`src/core/tsc_regs.svh`:
```
// register indices, field layouts, reset values and timing for the
// timestamp counter; included by the package users, defines only
`ifndef TSC_REGS_SVH
`define TSC_REGS_SVH

// register indices; the byte address is four times the index
`define TSC_CMD_IDX 16'hB798
`define TSC_START_TIME_IDX 16'hB7B6
`define TSC_START_DATE_IDX 16'hB7B7
`define TSC_TIMEOUT_IDX 16'hB7C5
`define TSC_CNT_LOW_IDX 16'hB800
`define TSC_CNT_HIGH_IDX 16'hB801
`define TSC_STATUS_IDX 16'hB802

// command word fields
`define TSC_CLEAR_CMD 32'h0000_0001
`define TSC_MODE_MASK 32'h0000_0006
`define TSC_MODE_OFF 32'h0000_0000
`define TSC_MODE_FREE 32'h0000_0002
`define TSC_MODE_START 32'h0000_0004
`define TSC_CNT_MASK 32'h0000_0700
`define TSC_CNT_SAMPLE 32'h0000_0100
`define TSC_CNT_RISE 32'h0000_0200
`define TSC_CNT_FALL 32'h0000_0400
`define TSC_FEAT_NONE 32'h0000_0000

// status bits
`define TSC_ST_BUSY 0
`define TSC_ST_TIMEOUT 1
`define TSC_ST_CFG_ERR 2
`define TSC_ST_REF_PRESENT 3
`define TSC_ST_CLKGEN 4

// reset values
`define TSC_CMD_RESET 32'h0000_0100
`define TSC_TIMEOUT_RESET 32'h0000_0000

// one millisecond in sampling clock cycles, rounded down
`define TSC_MS_NS 1000000
`define TSC_CLK_NS 100
`define TSC_MS_CYCLES (`TSC_MS_NS / `TSC_CLK_NS)

`endif

```
`src/core/tsc_pkg.sv`:
```
// types shared by the timestamp counter files
// assumes tsc_regs.svh carries the numeric constants
package tsc_pkg;
    typedef logic [31:0] tsc_word_t;
    typedef enum logic [1:0] {
        tsc_st_idle = 2'b00,
        tsc_st_wait = 2'b01
    } tsc_state_e;
endpackage

```
`src/core/tsc_ctl_if.sv`:
```
// control and readback signals between the timestamp control and counter
// assumes both ends run on the same sampling clock
`timescale 1ns/1ns
interface tsc_ctl_if #(
    parameter int LOW_W = 32,
    parameter int HIGH_W = 32
);
    logic run;
    logic clear;
    logic split;
    logic ref_edge;
    logic [LOW_W-1:0] low;
    logic [HIGH_W-1:0] high;

    modport ctrl (output run, output clear, output split, output ref_edge,
        input low, input high);
    modport cnt (input run, input clear, input split, input ref_edge,
        output low, output high);
endinterface

```
`src/core/tsc_counter.sv`:
```
// timestamp counter proper, full width or split into high and low parts
// assumes ref_edge is already synchronised and qualified by the controller
`timescale 1ns/1ns
module tsc_counter #(
    parameter int LOW_W = 32,
    parameter int HIGH_W = 32
) (
    // clock and reset
    input wire logic pclk,
    input wire logic presetn,
    // control
    tsc_ctl_if.cnt ctl
);
    logic [LOW_W-1:0] low_q;
    logic [HIGH_W-1:0] high_q;
    wire [LOW_W+HIGH_W-1:0] full_inc = {high_q, low_q} + 1'b1;

    always_ff @(posedge pclk or negedge presetn) begin
        if (!presetn) begin
            low_q <= '0;
            high_q <= '0;
        end else if (ctl.clear) begin
            low_q <= '0;
            high_q <= '0;
        end else if (ctl.run && ctl.split && ctl.ref_edge) begin
            low_q <= '0;
            high_q <= high_q + 1'b1;
        end else if (ctl.run && ctl.split) begin
            low_q <= low_q + 1'b1;
        end else if (ctl.run) begin
            {high_q, low_q} <= full_inc;
        end
    end

    assign ctl.low = low_q;
    assign ctl.high = high_q;
endmodule

```
`src/core/tsc_top.sv`:
```
// timestamp counter control: APB registers, command decode, reference
// clock synchroniser and the clear-with-wait sequence
// assumes card_start and clkgen_active come from logic on pclk, while
// refclk_pin and refclk_present_pin are asynchronous pins
//
// Register access over APB was decided locally.
`timescale 1ns/1ns
`include "tsc_regs.svh"

module tsc_top #(
    parameter int LOW_W = 32,
    parameter int HIGH_W = 32,
    parameter int MS_CYCLES = `TSC_MS_CYCLES
) (
    // clock and reset
    input wire logic pclk,
    input wire logic presetn,
    // apb slave
    input wire logic psel,
    input wire logic penable,
    input wire logic pwrite,
    input wire logic [19:0] paddr,
    input wire logic [31:0] pwdata,
    output logic [31:0] prdata,
    output logic pready,
    output logic pslverr,
    // card events
    input wire logic card_start,
    input wire logic clkgen_active,
    // reference clock pins
    input wire logic refclk_pin,
    input wire logic refclk_present_pin
);
    tsc_ctl_if #(.LOW_W(LOW_W), .HIGH_W(HIGH_W)) ctl ();

    tsc_counter #(.LOW_W(LOW_W), .HIGH_W(HIGH_W)) u_counter (
        .pclk(pclk),
        .presetn(presetn),
        .ctl(ctl.cnt)
    );

    function automatic logic [19:0] addr_of(input logic [15:0] idx);
        addr_of = {2'h0, idx, 2'h0};
    endfunction

    function automatic logic hit(input logic [19:0] a,
        input logic [15:0] idx);
        hit = a == addr_of(idx);
    endfunction

    // field extraction, shared by the write path and the stored word
    function automatic logic [31:0] mode_of(input logic [31:0] w);
        mode_of = w & `TSC_MODE_MASK;
    endfunction

    function automatic logic [31:0] clocking_of(input logic [31:0] w);
        clocking_of = w & `TSC_CNT_MASK;
    endfunction

    function automatic logic mode_valid(input logic [31:0] m);
        mode_valid = m == `TSC_MODE_OFF || m == `TSC_MODE_FREE ||
            m == `TSC_MODE_START;
    endfunction

    // register state
    tsc_pkg::tsc_word_t cmd_q;
    tsc_pkg::tsc_word_t start_time_q;
    tsc_pkg::tsc_word_t start_date_q;
    tsc_pkg::tsc_word_t timeout_q;
    tsc_pkg::tsc_word_t prdata_q;
    logic timeout_flag_q;
    logic cfg_err_q;

    // clear sequence state
    tsc_pkg::tsc_state_e state_q;
    tsc_pkg::tsc_state_e state_d;
    logic [31:0] ms_left_q;
    logic [31:0] tick_q;

    // pin synchronisers
    logic ref_s1_q;
    logic ref_s2_q;
    logic ref_prev_q;
    logic pres_s1_q;
    logic pres_s2_q;

    // apb decode
    wire setup = psel && !penable;
    wire access = psel && penable;
    wire hit_cmd = hit(paddr, `TSC_CMD_IDX);
    wire hit_time = hit(paddr, `TSC_START_TIME_IDX);
    wire hit_date = hit(paddr, `TSC_START_DATE_IDX);
    wire hit_tmo = hit(paddr, `TSC_TIMEOUT_IDX);
    wire hit_low = hit(paddr, `TSC_CNT_LOW_IDX);
    wire hit_high = hit(paddr, `TSC_CNT_HIGH_IDX);
    wire hit_stat = hit(paddr, `TSC_STATUS_IDX);
    wire hit_any = hit_cmd || hit_time || hit_date || hit_tmo ||
        hit_low || hit_high || hit_stat;
    // counter words are read-only; a write to them is refused
    wire ro_write = pwrite && (hit_low || hit_high);
    wire wr = access && pwrite && hit_any && !ro_write;
    wire unmapped = !hit_any;
    wire time_wr = wr && hit_time;
    wire date_wr = wr && hit_date;
    wire tmo_wr = wr && hit_tmo;

    // command word checks
    wire [31:0] w_mode = mode_of(pwdata);
    wire [31:0] w_cnt = clocking_of(pwdata);
    wire [31:0] w_rest = pwdata &
        ~(`TSC_MODE_MASK | `TSC_CNT_MASK | `TSC_CLEAR_CMD);
    wire mode_ok = mode_valid(w_mode);
    wire cnt_ok = w_cnt == `TSC_CNT_SAMPLE || w_cnt == `TSC_CNT_RISE ||
        w_cnt == `TSC_CNT_FALL ||
        (w_mode == `TSC_MODE_OFF && w_cnt == 32'h0000_0000);
    wire feat_ok = w_rest == `TSC_FEAT_NONE;
    wire cmd_wr = wr && hit_cmd;
    wire clear_req = cmd_wr && pwdata[0];
    wire cfg_wr = cmd_wr && !pwdata[0];
    // a rejected word leaves the old configuration running, so a bad
    // write cannot stop a counter that is already stamping
    wire cfg_ok = mode_ok && cnt_ok && feat_ok;
    wire cfg_bad = cfg_wr && !cfg_ok;

    // current configuration
    wire [31:0] cur_mode = mode_of(cmd_q);
    wire [31:0] cur_cnt = clocking_of(cmd_q);
    wire enabled = cur_mode != `TSC_MODE_OFF;
    wire use_rise = cur_cnt == `TSC_CNT_RISE;
    wire use_fall = cur_cnt == `TSC_CNT_FALL;
    wire split_on = use_rise || use_fall;

    // reference edge, seen only after two flops and only when present
    // the edge is seen two cycles after the pin moves, so the low part
    // lags the reference by that fixed amount
    wire rise_seen = ref_s2_q && !ref_prev_q;
    wire fall_seen = !ref_s2_q && ref_prev_q;
    wire ref_edge = pres_s2_q &&
        ((use_rise && rise_seen) || (use_fall && fall_seen));

    // clear sequence
    // a clear that arrives while waiting is dropped; software polls busy
    wire busy = state_q == tsc_pkg::tsc_st_wait;
    wire clear_go = clear_req && !busy && clkgen_active;
    wire clear_now = clear_go && !split_on;
    wire wait_go = clear_go && split_on && timeout_q != 32'h0000_0000;
    wire tmo_now = clear_go && split_on && timeout_q == 32'h0000_0000;
    wire tick_wrap = tick_q == 32'h0000_0000;
    wire wait_hit = busy && ref_edge;
    wire wait_expire = busy && !ref_edge && tick_wrap &&
        ms_left_q <= 32'h0000_0001;
    wire start_clear = card_start && cur_mode == `TSC_MODE_START;

    // status flags: the setting event beats a simultaneous clear
    wire stat_wr = wr && hit_stat;
    wire tmo_set = wait_expire || tmo_now;
    wire tmo_clr = stat_wr && pwdata[`TSC_ST_TIMEOUT];
    wire cfg_clr = stat_wr && pwdata[`TSC_ST_CFG_ERR];
    wire timeout_flag_d = tmo_set || (timeout_flag_q && !tmo_clr);
    wire cfg_err_d = cfg_bad || (cfg_err_q && !cfg_clr);

    // next values of the software registers
    wire [31:0] cmd_d = (cfg_wr && cfg_ok) ? pwdata : cmd_q;
    wire [31:0] timeout_d = tmo_wr ? pwdata : timeout_q;

    assign ctl.run = enabled;
    assign ctl.split = split_on;
    assign ctl.ref_edge = ref_edge;
    assign ctl.clear = enabled && (clear_now || wait_hit || start_clear);

    // read data
    wire [31:0] status_word;
    assign status_word[31:5] = 27'h0000000;
    assign status_word[`TSC_ST_BUSY] = busy;
    assign status_word[`TSC_ST_TIMEOUT] = timeout_flag_q;
    assign status_word[`TSC_ST_CFG_ERR] = cfg_err_q;
    assign status_word[`TSC_ST_REF_PRESENT] = pres_s2_q;
    assign status_word[`TSC_ST_CLKGEN] = clkgen_active;
    // the two counter words are not latched together: a high word read
    // after the low word may already have rolled over
    wire [31:0] rd_mux = hit_cmd ? cmd_q :
        hit_time ? start_time_q :
        hit_date ? start_date_q :
        hit_tmo ? timeout_q :
        hit_low ? 32'(ctl.low) :
        hit_high ? 32'(ctl.high) :
        hit_stat ? status_word : 32'h0000_0000;
    wire [31:0] prdata_d = (setup && !pwrite) ? rd_mux : prdata_q;

    // apb answers in the access cycle; read data was captured at setup
    assign pready = access;
    assign pslverr = access && (unmapped || ro_write);
    assign prdata = prdata_q;

    always_comb begin
        state_d = state_q;
        case (state_q)
            tsc_pkg::tsc_st_idle: begin
                if (wait_go) begin
                    state_d = tsc_pkg::tsc_st_wait;
                end
            end
            tsc_pkg::tsc_st_wait: begin
                if (wait_hit || wait_expire) begin
                    state_d = tsc_pkg::tsc_st_idle;
                end
            end
            default: begin
                state_d = tsc_pkg::tsc_st_idle;
            end
        endcase
    end

    always_ff @(posedge pclk or negedge presetn) begin
        if (!presetn) begin
            ref_s1_q <= 1'b0;
            ref_s2_q <= 1'b0;
            ref_prev_q <= 1'b0;
        end else begin
            ref_s1_q <= refclk_pin;
            ref_s2_q <= ref_s1_q;
            ref_prev_q <= ref_s2_q;
        end
    end

    // the presence level is an asynchronous pin too
    always_ff @(posedge pclk or negedge presetn) begin
        if (!presetn) begin
            pres_s1_q <= 1'b0;
            pres_s2_q <= 1'b0;
        end else begin
            pres_s1_q <= refclk_present_pin;
            pres_s2_q <= pres_s1_q;
        end
    end

    always_ff @(posedge pclk or negedge presetn) begin
        if (!presetn) begin
            cmd_q <= `TSC_CMD_RESET;
        end else begin
            cmd_q <= cmd_d;
        end
    end

    // start date is stored as written by software; start time keeps only its low 24 bits, top byte zero
    always_ff @(posedge pclk or negedge presetn) begin
        if (!presetn) begin
            start_time_q <= 32'h0000_0000;
        end else if (time_wr) begin
            start_time_q <= {8'h00, pwdata[23:0]};
        end
    end

    always_ff @(posedge pclk or negedge presetn) begin
        if (!presetn) begin
            start_date_q <= 32'h0000_0000;
        end else if (date_wr) begin
            start_date_q <= pwdata;
        end
    end

    always_ff @(posedge pclk or negedge presetn) begin
        if (!presetn) begin
            timeout_q <= `TSC_TIMEOUT_RESET;
        end else begin
            timeout_q <= timeout_d;
        end
    end

    always_ff @(posedge pclk or negedge presetn) begin
        if (!presetn) begin
            timeout_flag_q <= 1'b0;
        end else begin
            timeout_flag_q <= timeout_flag_d;
        end
    end

    always_ff @(posedge pclk or negedge presetn) begin
        if (!presetn) begin
            cfg_err_q <= 1'b0;
        end else begin
            cfg_err_q <= cfg_err_d;
        end
    end

    always_ff @(posedge pclk or negedge presetn) begin
        if (!presetn) begin
            prdata_q <= 32'h0000_0000;
        end else begin
            prdata_q <= prdata_d;
        end
    end

    always_ff @(posedge pclk or negedge presetn) begin
        if (!presetn) begin
            state_q <= tsc_pkg::tsc_st_idle;
        end else begin
            state_q <= state_d;
        end
    end

    // millisecond timer for the bounded wait on a reference edge
    wire tick_load = wait_go || (busy && tick_wrap);
    wire [31:0] ms_left_d = wait_go ? timeout_q :
        (busy && tick_wrap) ? ms_left_q - 32'h0000_0001 : ms_left_q;
    wire [31:0] tick_d = tick_load ? 32'(MS_CYCLES - 1) :
        busy ? tick_q - 32'h0000_0001 : tick_q;

    always_ff @(posedge pclk or negedge presetn) begin
        if (!presetn) begin
            ms_left_q <= 32'h0000_0000;
        end else begin
            ms_left_q <= ms_left_d;
        end
    end

    always_ff @(posedge pclk or negedge presetn) begin
        if (!presetn) begin
            tick_q <= 32'h0000_0000;
        end else begin
            tick_q <= tick_d;
        end
    end
endmodule

```
`config.mk`:
```
export PLATFORM = sky130hd
export DESIGN_NAME = tsc_top
export DESIGN_NICKNAME = d
export VERILOG_FILES = /design/src/core/tsc_pkg.sv /design/src/core/tsc_ctl_if.sv /design/src/core/tsc_counter.sv /design/src/core/tsc_top.sv
export VERILOG_INCLUDE_DIRS = /design/src /design/src/core
export SDC_FILE = /design/constraint.sdc
export NUM_CORES = 1
export LEC_CHECK = 0
export ABC_AREA = 1
export BUFFER_PORTS_ARGS = -buffer_cell sky130_fd_sc_hd__buf_2
export CAP_MARGIN = 20
export CORE_MARGIN = 2
export CORE_UTILIZATION = 56
export DETAILED_ROUTE_END_ITERATION = 6
export PLACE_DENSITY = 0.77
export SYNTH_ARGS = -nofsm -noshare
export SYNTH_HDL_FRONTEND = slang
export SYNTH_HIERARCHICAL = 1
export SYNTH_SLANG_ARGS = --single-unit
```
`constraint.sdc`:
```
create_clock -name pclk -period 2.15 [get_ports pclk]
set_input_delay 0.43 -clock pclk [delete_from_list [all_inputs] [get_ports pclk]]
set_output_delay 0.43 -clock pclk [all_outputs]
set_load 0.01 [all_outputs]
```
==> results of run 1 <==
-- per-stage QoR --
step	TNS, ns	util [%]	setup WS, ns	std cells	cell area [sq um]
global route	-14.54	71.8	-0.420	3015	21200
CTS	-0.710	69.6	-0.0783	2993	20500
floorplan	-1.55	-	-0.107	2303	16800
detailed placement	-28.14	65.0	-0.440	2921	19200
finish	-10.36	71.8	-0.310	3015	21200
global placement	-21.83	65.0	-0.377	2921	19200
-- worst min-delay path, cell delays in order --
cell	delay, ns
buf_2	0.09
mux2i_1	0.05
inv_1	0.04
-- cells by family after synthesis --
group,share of synthesized area (%)
xor+xnor,1.73
flops,43.2
compound gates,8.94
fa+ha+maj,0.450
mux,1.32
simple gates,34.6
buf+inv,9.76
-- worst max-delay path by stage --
stage,from,end
after floorplan,paddr[13],u_counter/ctl.high[31]$_DFFE_PN0P_
after global placement,paddr[13],u_counter/ctl.high[18]$_DFFE_PN0P_
after detailed placement,paddr[13],u_counter/ctl.high[4]$_DFFE_PN0P_
after CTS,cmd_q[8]$_DFFE_PN1P_,u_counter/ctl.high[3]$_DFFE_PN0P_
after global routing,cmd_q[9]$_DFFE_PN0P_,u_counter/ctl.high[30]$_DFFE_PN0P_
final,cmd_q[9]$_DFFE_PN0P_,u_counter/ctl.high[30]$_DFFE_PN0P_
-- state kept, by name (all words and copies together) (netlist names), 24 cells and up --
signal and cells:
cmd_q 32, ms_left_q 32, prdata 32, start_date_q 32, start_time_q 24, tick_q 32, timeout_q 32, u_counter/ctl.high 32
u_counter/ctl.low 32
-- where the power goes --
part           leakage [nW]  switching [W]  total, W  internal, W
combinational          6.55       0.000351  0.000570     0.000218
sequential             3.60      0.0000361   0.00550      0.00547
clock                 0.530        0.00233   0.00560      0.00328
-- cell usage in the layout, fill, tap and decap left out, types with 13 or more instances in the layout --
cell and count:
nor3_1 26, xnor2_1 13, buf_6 19, nor2_4 20, o22ai_1 14, nand2_1 584
buf_12 23, inv_2 14, buf_2 92, nand3_1 132, inv_1 316, nand2_4 17
xor2_1 20, o21ai_1 49, o21ai_2 36, buf_4 182, nor2_2 31, nand4_1 87
dfrtp_1 287, nand2_2 25, a21oi_1 41, o211ai_1 24, mux2i_1 22, nand3_2 15
clkbuf_16 33, nor2_1 306, o21ai_0 52
-- timing repair --
item                       in CTS  in global routing
resized for setup              38                134
gates cloned                    0                  2
setup buffers                  13                 25
hold buffers                    3                  0
hold endpoints to repair       59                  0
pin swaps                      11                 61
setup endpoints to repair      54                 73
-- final cells by class --
cell class	count	area, sq um	area share, %
multi-input cells	1616	8460	40.0
clock buffers	42	897	4.24
clock inverters	15	168	0.792
well taps	390	488	2.31
flip-flops and latches	288	7210	34.1
repair buffers	324	2630	12.4
inverters	340	1320	6.25
-- metal layers --
metal | vias to the layer above | wire length, microns | part of all wire (%) | GRT usage, %
li1 | 7963 | - | - | -
met1 | 8049 | 23400 | 41 | 50.2
met2 | 843 | 25500 | 45 | 56.7
met3 | 163 | 5250 | 9.3 | 6.57
met4 | 4 | 2480 | 4.4 | 13.7
met5 | - | 33 | 0.058 | 0
==> impl_metrics.csv, run 1 <==
group,metric,value,unit
clocking,htree_num_levels,1,
worst_setup_path,r2r-start,"cmd_q[9]$_DFFE_PN0P_",
synth,synth_top_area_cell,"dfrtp_1",
sta,slew_violations,0,
floorplanning,fp-row-count,63,
sta,slew_headroom,53.4,%
outcome,outcome,"complete, but fails checks",
global_route,first_global_vias,16400,
synth,synth.area.top_cells,"dfrtp_1 (43%), nand2_1 (14%), nor2_1 (7.5%)",
synth,synth.avg_cell_area,7.25,sq um
clocking,tritoncts,"yes",
global_route,overflow,0,
min_path,worstHoldStart,"pwdata[23]",
clocking,cts_buffers,31,
min_path,hp-class,"primary input to register",
worst_setup_path,path_class,"register to register",
sta,fin_ws,-0.310,ns
synth,yosys_warnings,6,
synth,syn-cell-area,16700,sq um
synth,synth-edff-count,0,
floorplanning,die_x,177,microns
floorplanning,initial_core_util,56.6,%
worst_setup_path,critical_path_depth,17,
synth,synth-seq-cells,288,
min_path,min_to,"start_time_q[23]$_DFFE_PN0P_",
synth,synth_top_cell_area_share,43.0,%
worst_setup_path,arrival,2.95,ns
floorplanning,dieArea,31200,sq um
min_path,worstHoldPathCells,3,
clocking,clkTransAtPathRegs,0.06,ns
synth,synth_fp_nets,2370,
route,drtIter0Drc,1751,
clocking,insertion_delay,0.59,ns
place,io_buffers,94,
cells_and_area,diodes,0,
synth,synth.most_common_cell,"nand2_1",
route,vias_per_cell,5.65,
synth,async_reset_ff_share,100,%
cells_and_area,nNetsFinal,2668,
sta,min_period,2.46,ns
worst_setup_path,crit_top_cell,"nand2_2",
sta,min_period_over_period,114,%
power,p_leak,10.7,nW
cells_and_area,drive_above_1_share,22.6,%
synth,synth-seq-area-share,43.2,%
global_route,grt_pass1_wl,88200,microns
place,gp_congestion,0.979,
worst_setup_path,cp.required,2.64,ns
floorplanning,core_area,29500,sq um
power,finalPower,0.0117,W
worst_setup_path,reg2reg_slack,-0.31,ns
worst_setup_path,crit_fanout,8,
cells_and_area,synthToLayoutAreaGrowth,26.8,%
worst_setup_path,crit_buf_inv,5,
floorplanning,ios,95,
power,peakVddDrop,0.740,mV
route,wl_per_cell,18.8,microns
route,vias,17000,
sta,fmax,406,MHz
place,place_hpwl,42200,microns
global_route,grtUsageTotal,36.2,%
worst_setup_path,startpoint_type,"register",
sta,hold_viol,0,
clocking,cts_buffer_depth,3,
synth,ys_types,50,
worst_setup_path,reg2regPathDepth,17,
worst_setup_path,cp_top_family,"compound AO/OA/AOI/OAI gates",
sta,setup_viol,62,
sta,skew,0.0319,ns
flow_run,drv.max_cap_violation_count,0,
worst_setup_path,path_cells,"inv_2, nand3_2, o22ai_2, o211ai_1, inv_1, nand2_2, a31oi_4, inv_2, a31oi_4, buf_12, buf_6, nand2_2, nor2_4, nand2_2, nand2_1, nand2_1, nor2_1",
clocking,cts_sinks,288,
route,wl,56700,microns
sta,rsz0062_at_grt,"true",
clocking,cts_root_buf,"clkbuf_16",
sta,worst_pin_slew,0.689,ns
synth,synth_ff_type,"dfrtp_1",
worst_setup_path,slowest_delay,0.40,ns
worst_setup_path,critical_path.slowest_cell,"dfrtp_1",
sta,holdWs,0.0615,ns
floorplanning,die-height,177,microns
outcome,violations,"negative setup slack",
route,drc,0,
synth,syn_inst,2303,
route,drt-pass1-iter-count,6,
cells_and_area,nFillCells,2370,
worst_setup_path,end_kind,"register",
worst_setup_path,r2r-end,"u_counter/ctl.high[30]$_DFFE_PN0P_",
power,powerDensity,552,nW/um^2
route,final_antenna_net_count,0,
global_route,grt_max_degree,65,
global_route,grt_antenna_before_repair,2,
synth,synthTopCellsByCount,"nand2_1 (617), nor2_1 (332), inv_1 (327), dfrtp_1 (287), nand3_1 (147)",
Power figures use the tool's default switching activity.
==> run 2, diff against run 1 <==
- BUFFER_PORTS_ARGS: -buffer_cell sky130_fd_sc_hd__buf_2 -> -buffer_cell sky130_fd_sc_hd__clkbuf_2
==> run 2 against run 1 <==
The run ends with design-rule violations, negative setup slack left. Fmax down 0.13%. Die area unchanged. Register-to-register slack about the same. Sequential power about the same. Routed wire length down 0.75%. Highest routed layer is now met4.
==> impl_metrics.csv, run 2 (synthesis results as in run 1) <==
group,metric,value,unit
global_route,first_global_vias,16400,
place,io_buffers,94,
outcome,violations,"design-rule violations, negative setup slack",
cells_and_area,diodes,0,
min_path,worstHoldPathCells,1,
clocking,htree_num_levels,2,
sta,hold_viol,0,
clocking,cts_root_buf,"clkbuf_16",
power,finalPower,0.0125,W
route,wl,56300,microns
floorplanning,fp-row-count,63,
worst_setup_path,arrival,2.88,ns
worst_setup_path,reg2regPathDepth,11,
cells_and_area,synthToLayoutAreaGrowth,27.9,%
cells_and_area,nNetsFinal,2651,
worst_setup_path,r2r-start,"u_counter/ctl.low[4]$_DFFE_PN0P_",
sta,fin_ws,-0.314,ns
worst_setup_path,crit_fanout,4,
floorplanning,core_area,29500,sq um
clocking,clkTransAtPathRegs,0.06,ns
floorplanning,ios,95,
place,place_hpwl,40900,microns
route,vias_per_cell,5.77,
worst_setup_path,crit_top_cell,"nand2_1",
route,vias,17300,
cells_and_area,nFillCells,2252,
worst_setup_path,reg2reg_slack,-0.31,ns
worst_setup_path,critical_path.slowest_cell,"dfrtp_1",
min_path,min_to,"pres_s1_q$_DFF_PN0_",
outcome,outcome,"complete, but fails checks",
sta,skew,0.0171,ns
worst_setup_path,end_kind,"register",
floorplanning,die_x,177,microns
sta,slew_headroom,65.1,%
worst_setup_path,cp_top_family,"simple AND/OR/NAND/NOR gates",
sta,min_period,2.46,ns
worst_setup_path,r2r-end,"u_counter/ctl.high[25]$_DFFE_PN0P_",
floorplanning,die-height,177,microns
cells_and_area,most-common-layout-cells,"nand2_1 (586), inv_1 (317), nor2_1 (307), dfrtp_1 (286), buf_4 (156)",
worst_setup_path,startpoint_type,"register",
sta,min_period_over_period,115,%
clocking,cts_buffer_depth,3,
cells_and_area,drive_above_1_share,22.6,%
sta,worst_pin_slew,0.522,ns
route,drtIter0Drc,1908,
floorplanning,dieArea,31200,sq um
flow_run,drv.max_cap_violation_count,0,
sta,rsz0062_at_grt,"true",
worst_setup_path,cp.required,2.57,ns
floorplanning,initial_core_util,56.6,%
sta,setup_viol,62,
clocking,cts_buffers,34,
sta,slew_violations,0,
min_path,worstHoldStart,"refclk_present_pin",
min_path,hp-class,"primary input to register",
worst_setup_path,path_cells,"nand2_1, nor2_1, nand2_1, nor2_1, nand2_1, nor2_1, nand2_1, nand2_1, nand3_2, nand2_1, nor2_1",
worst_setup_path,crit_start,"u_counter/ctl.low[4]$_DFFE_PN0P_",
route,final_antenna_net_count,0,
global_route,grt-busiest-layer,"met2",
sta,fmax,406,MHz
place,gp_congestion,0.980,
cells_and_area,multi_input_area,8570,sq um
global_route,overflow,0,
route,wl_per_cell,18.8,microns
global_route,grt_antenna_before_repair,1,
cells_and_area,fin_util,72.4,%
route,drc,1,
global_route,grt_max_degree,57,
worst_setup_path,slowest_delay,0.48,ns
global_route,use_met2,55.8,%
clocking,tritoncts,"yes",
clocking,insertion_delay,0.54,ns
global_route,use_met1,48.1,%
power,powerDensity,585,nW/um^2
route,drt-pass1-iter-count,7,
power,peakVddDrop,0.542,mV
cells_and_area,seq_area,7210,sq um
worst_setup_path,path_class,"register to register",
clocking,cts_sinks,288,
power,p_leak,10.7,nW
cells_and_area,final_common_cell,"nand2_1",
global_route,grtUsageTotal,35.7,%
global_route,grt_util_met3,6.51,%
worst_setup_path,crit_buf_inv,0,
global_route,grt_pass1_wl,87300,microns
run 2: repair_timing:
| action | CTS | global route |
|---|---|---|
| setup buffers | 21 | 26 |
| hold buffers | 1 | 0 |
| endpoints found under the hold margin | 42 | 0 |
| cloned | 0 | 0 |
| setup endpoints to repair | 59 | 105 |
| resized for setup | 57 | 156 |
| pin swaps | 22 | 49 |
run 2: worst max path at each step:
stage	to	slack, ns	depth (start not counted)
finish	u_counter/ctl.high[25]$_DFFE_PN0P_	-0.31	11
CTS	u_counter/ctl.high[26]$_DFFE_PN0P_	-0.14	16
global route	u_counter/ctl.high[25]$_DFFE_PN0P_	-0.49	11
floorplan	u_counter/ctl.high[31]$_DFFE_PN0P_	-0.11	17
detailed placement	u_counter/ctl.high[24]$_DFFE_PN0P_	-0.48	18
global placement	u_counter/ctl.high[29]$_DFFE_PN0P_	-0.40	19
run 2: layer usage:
metal / vias up / share of wire (%)
met5: - / 0
met4: 0 / 5.5
met3: 195 / 9.2
met2: 966 / 45
met1: 8224 / 40
li1: 7932 / -
run 2: layout make-up:
| class | count | area share (%) |
|---|---|---|
| Tap cell | 390 | 2.29 |
| Clock inverter | 18 | 1.41 |
| Multi-Input combinational cell | 1616 | 40.1 |
| Sequential cell | 288 | 33.8 |
| Clock buffer | 43 | 4.47 |
| Timing Repair Buffer | 304 | 11.7 |
| Inverter | 340 | 6.22 |
run 2: where the power goes:
part | total (W) | switching (W) | internal, W | leakage (nW)
Clock | 0.00642 | 0.00249 | 0.00393 | 0.616
Combinational | 0.000568 | 0.000353 | 0.000215 | 6.46
Sequential | 0.00550 | 0.0000346 | 0.00547 | 3.60
Total | 0.0125 | 0.00288 | 0.00962 | 10.7
run 2: per-stage QoR:
step / cell area (sq um) / worst slack, ns / hold slack (ns) / instances / TNS, ns
floorplan: 16800 / -0.107 / 0.134 / 2303 / -1.55
global placement: 18900 / -0.400 / 0.338 / 2893 / -23.09
detailed placement: 18900 / -0.482 / 0.335 / 2893 / -30.91
CTS: 20600 / -0.144 / 0.0244 / 2976 / -3.05
global route: 21400 / -0.489 / 0.0237 / 2999 / -16.65
finish: 21400 / -0.314 / 0.0369 / 2999 / -10.12
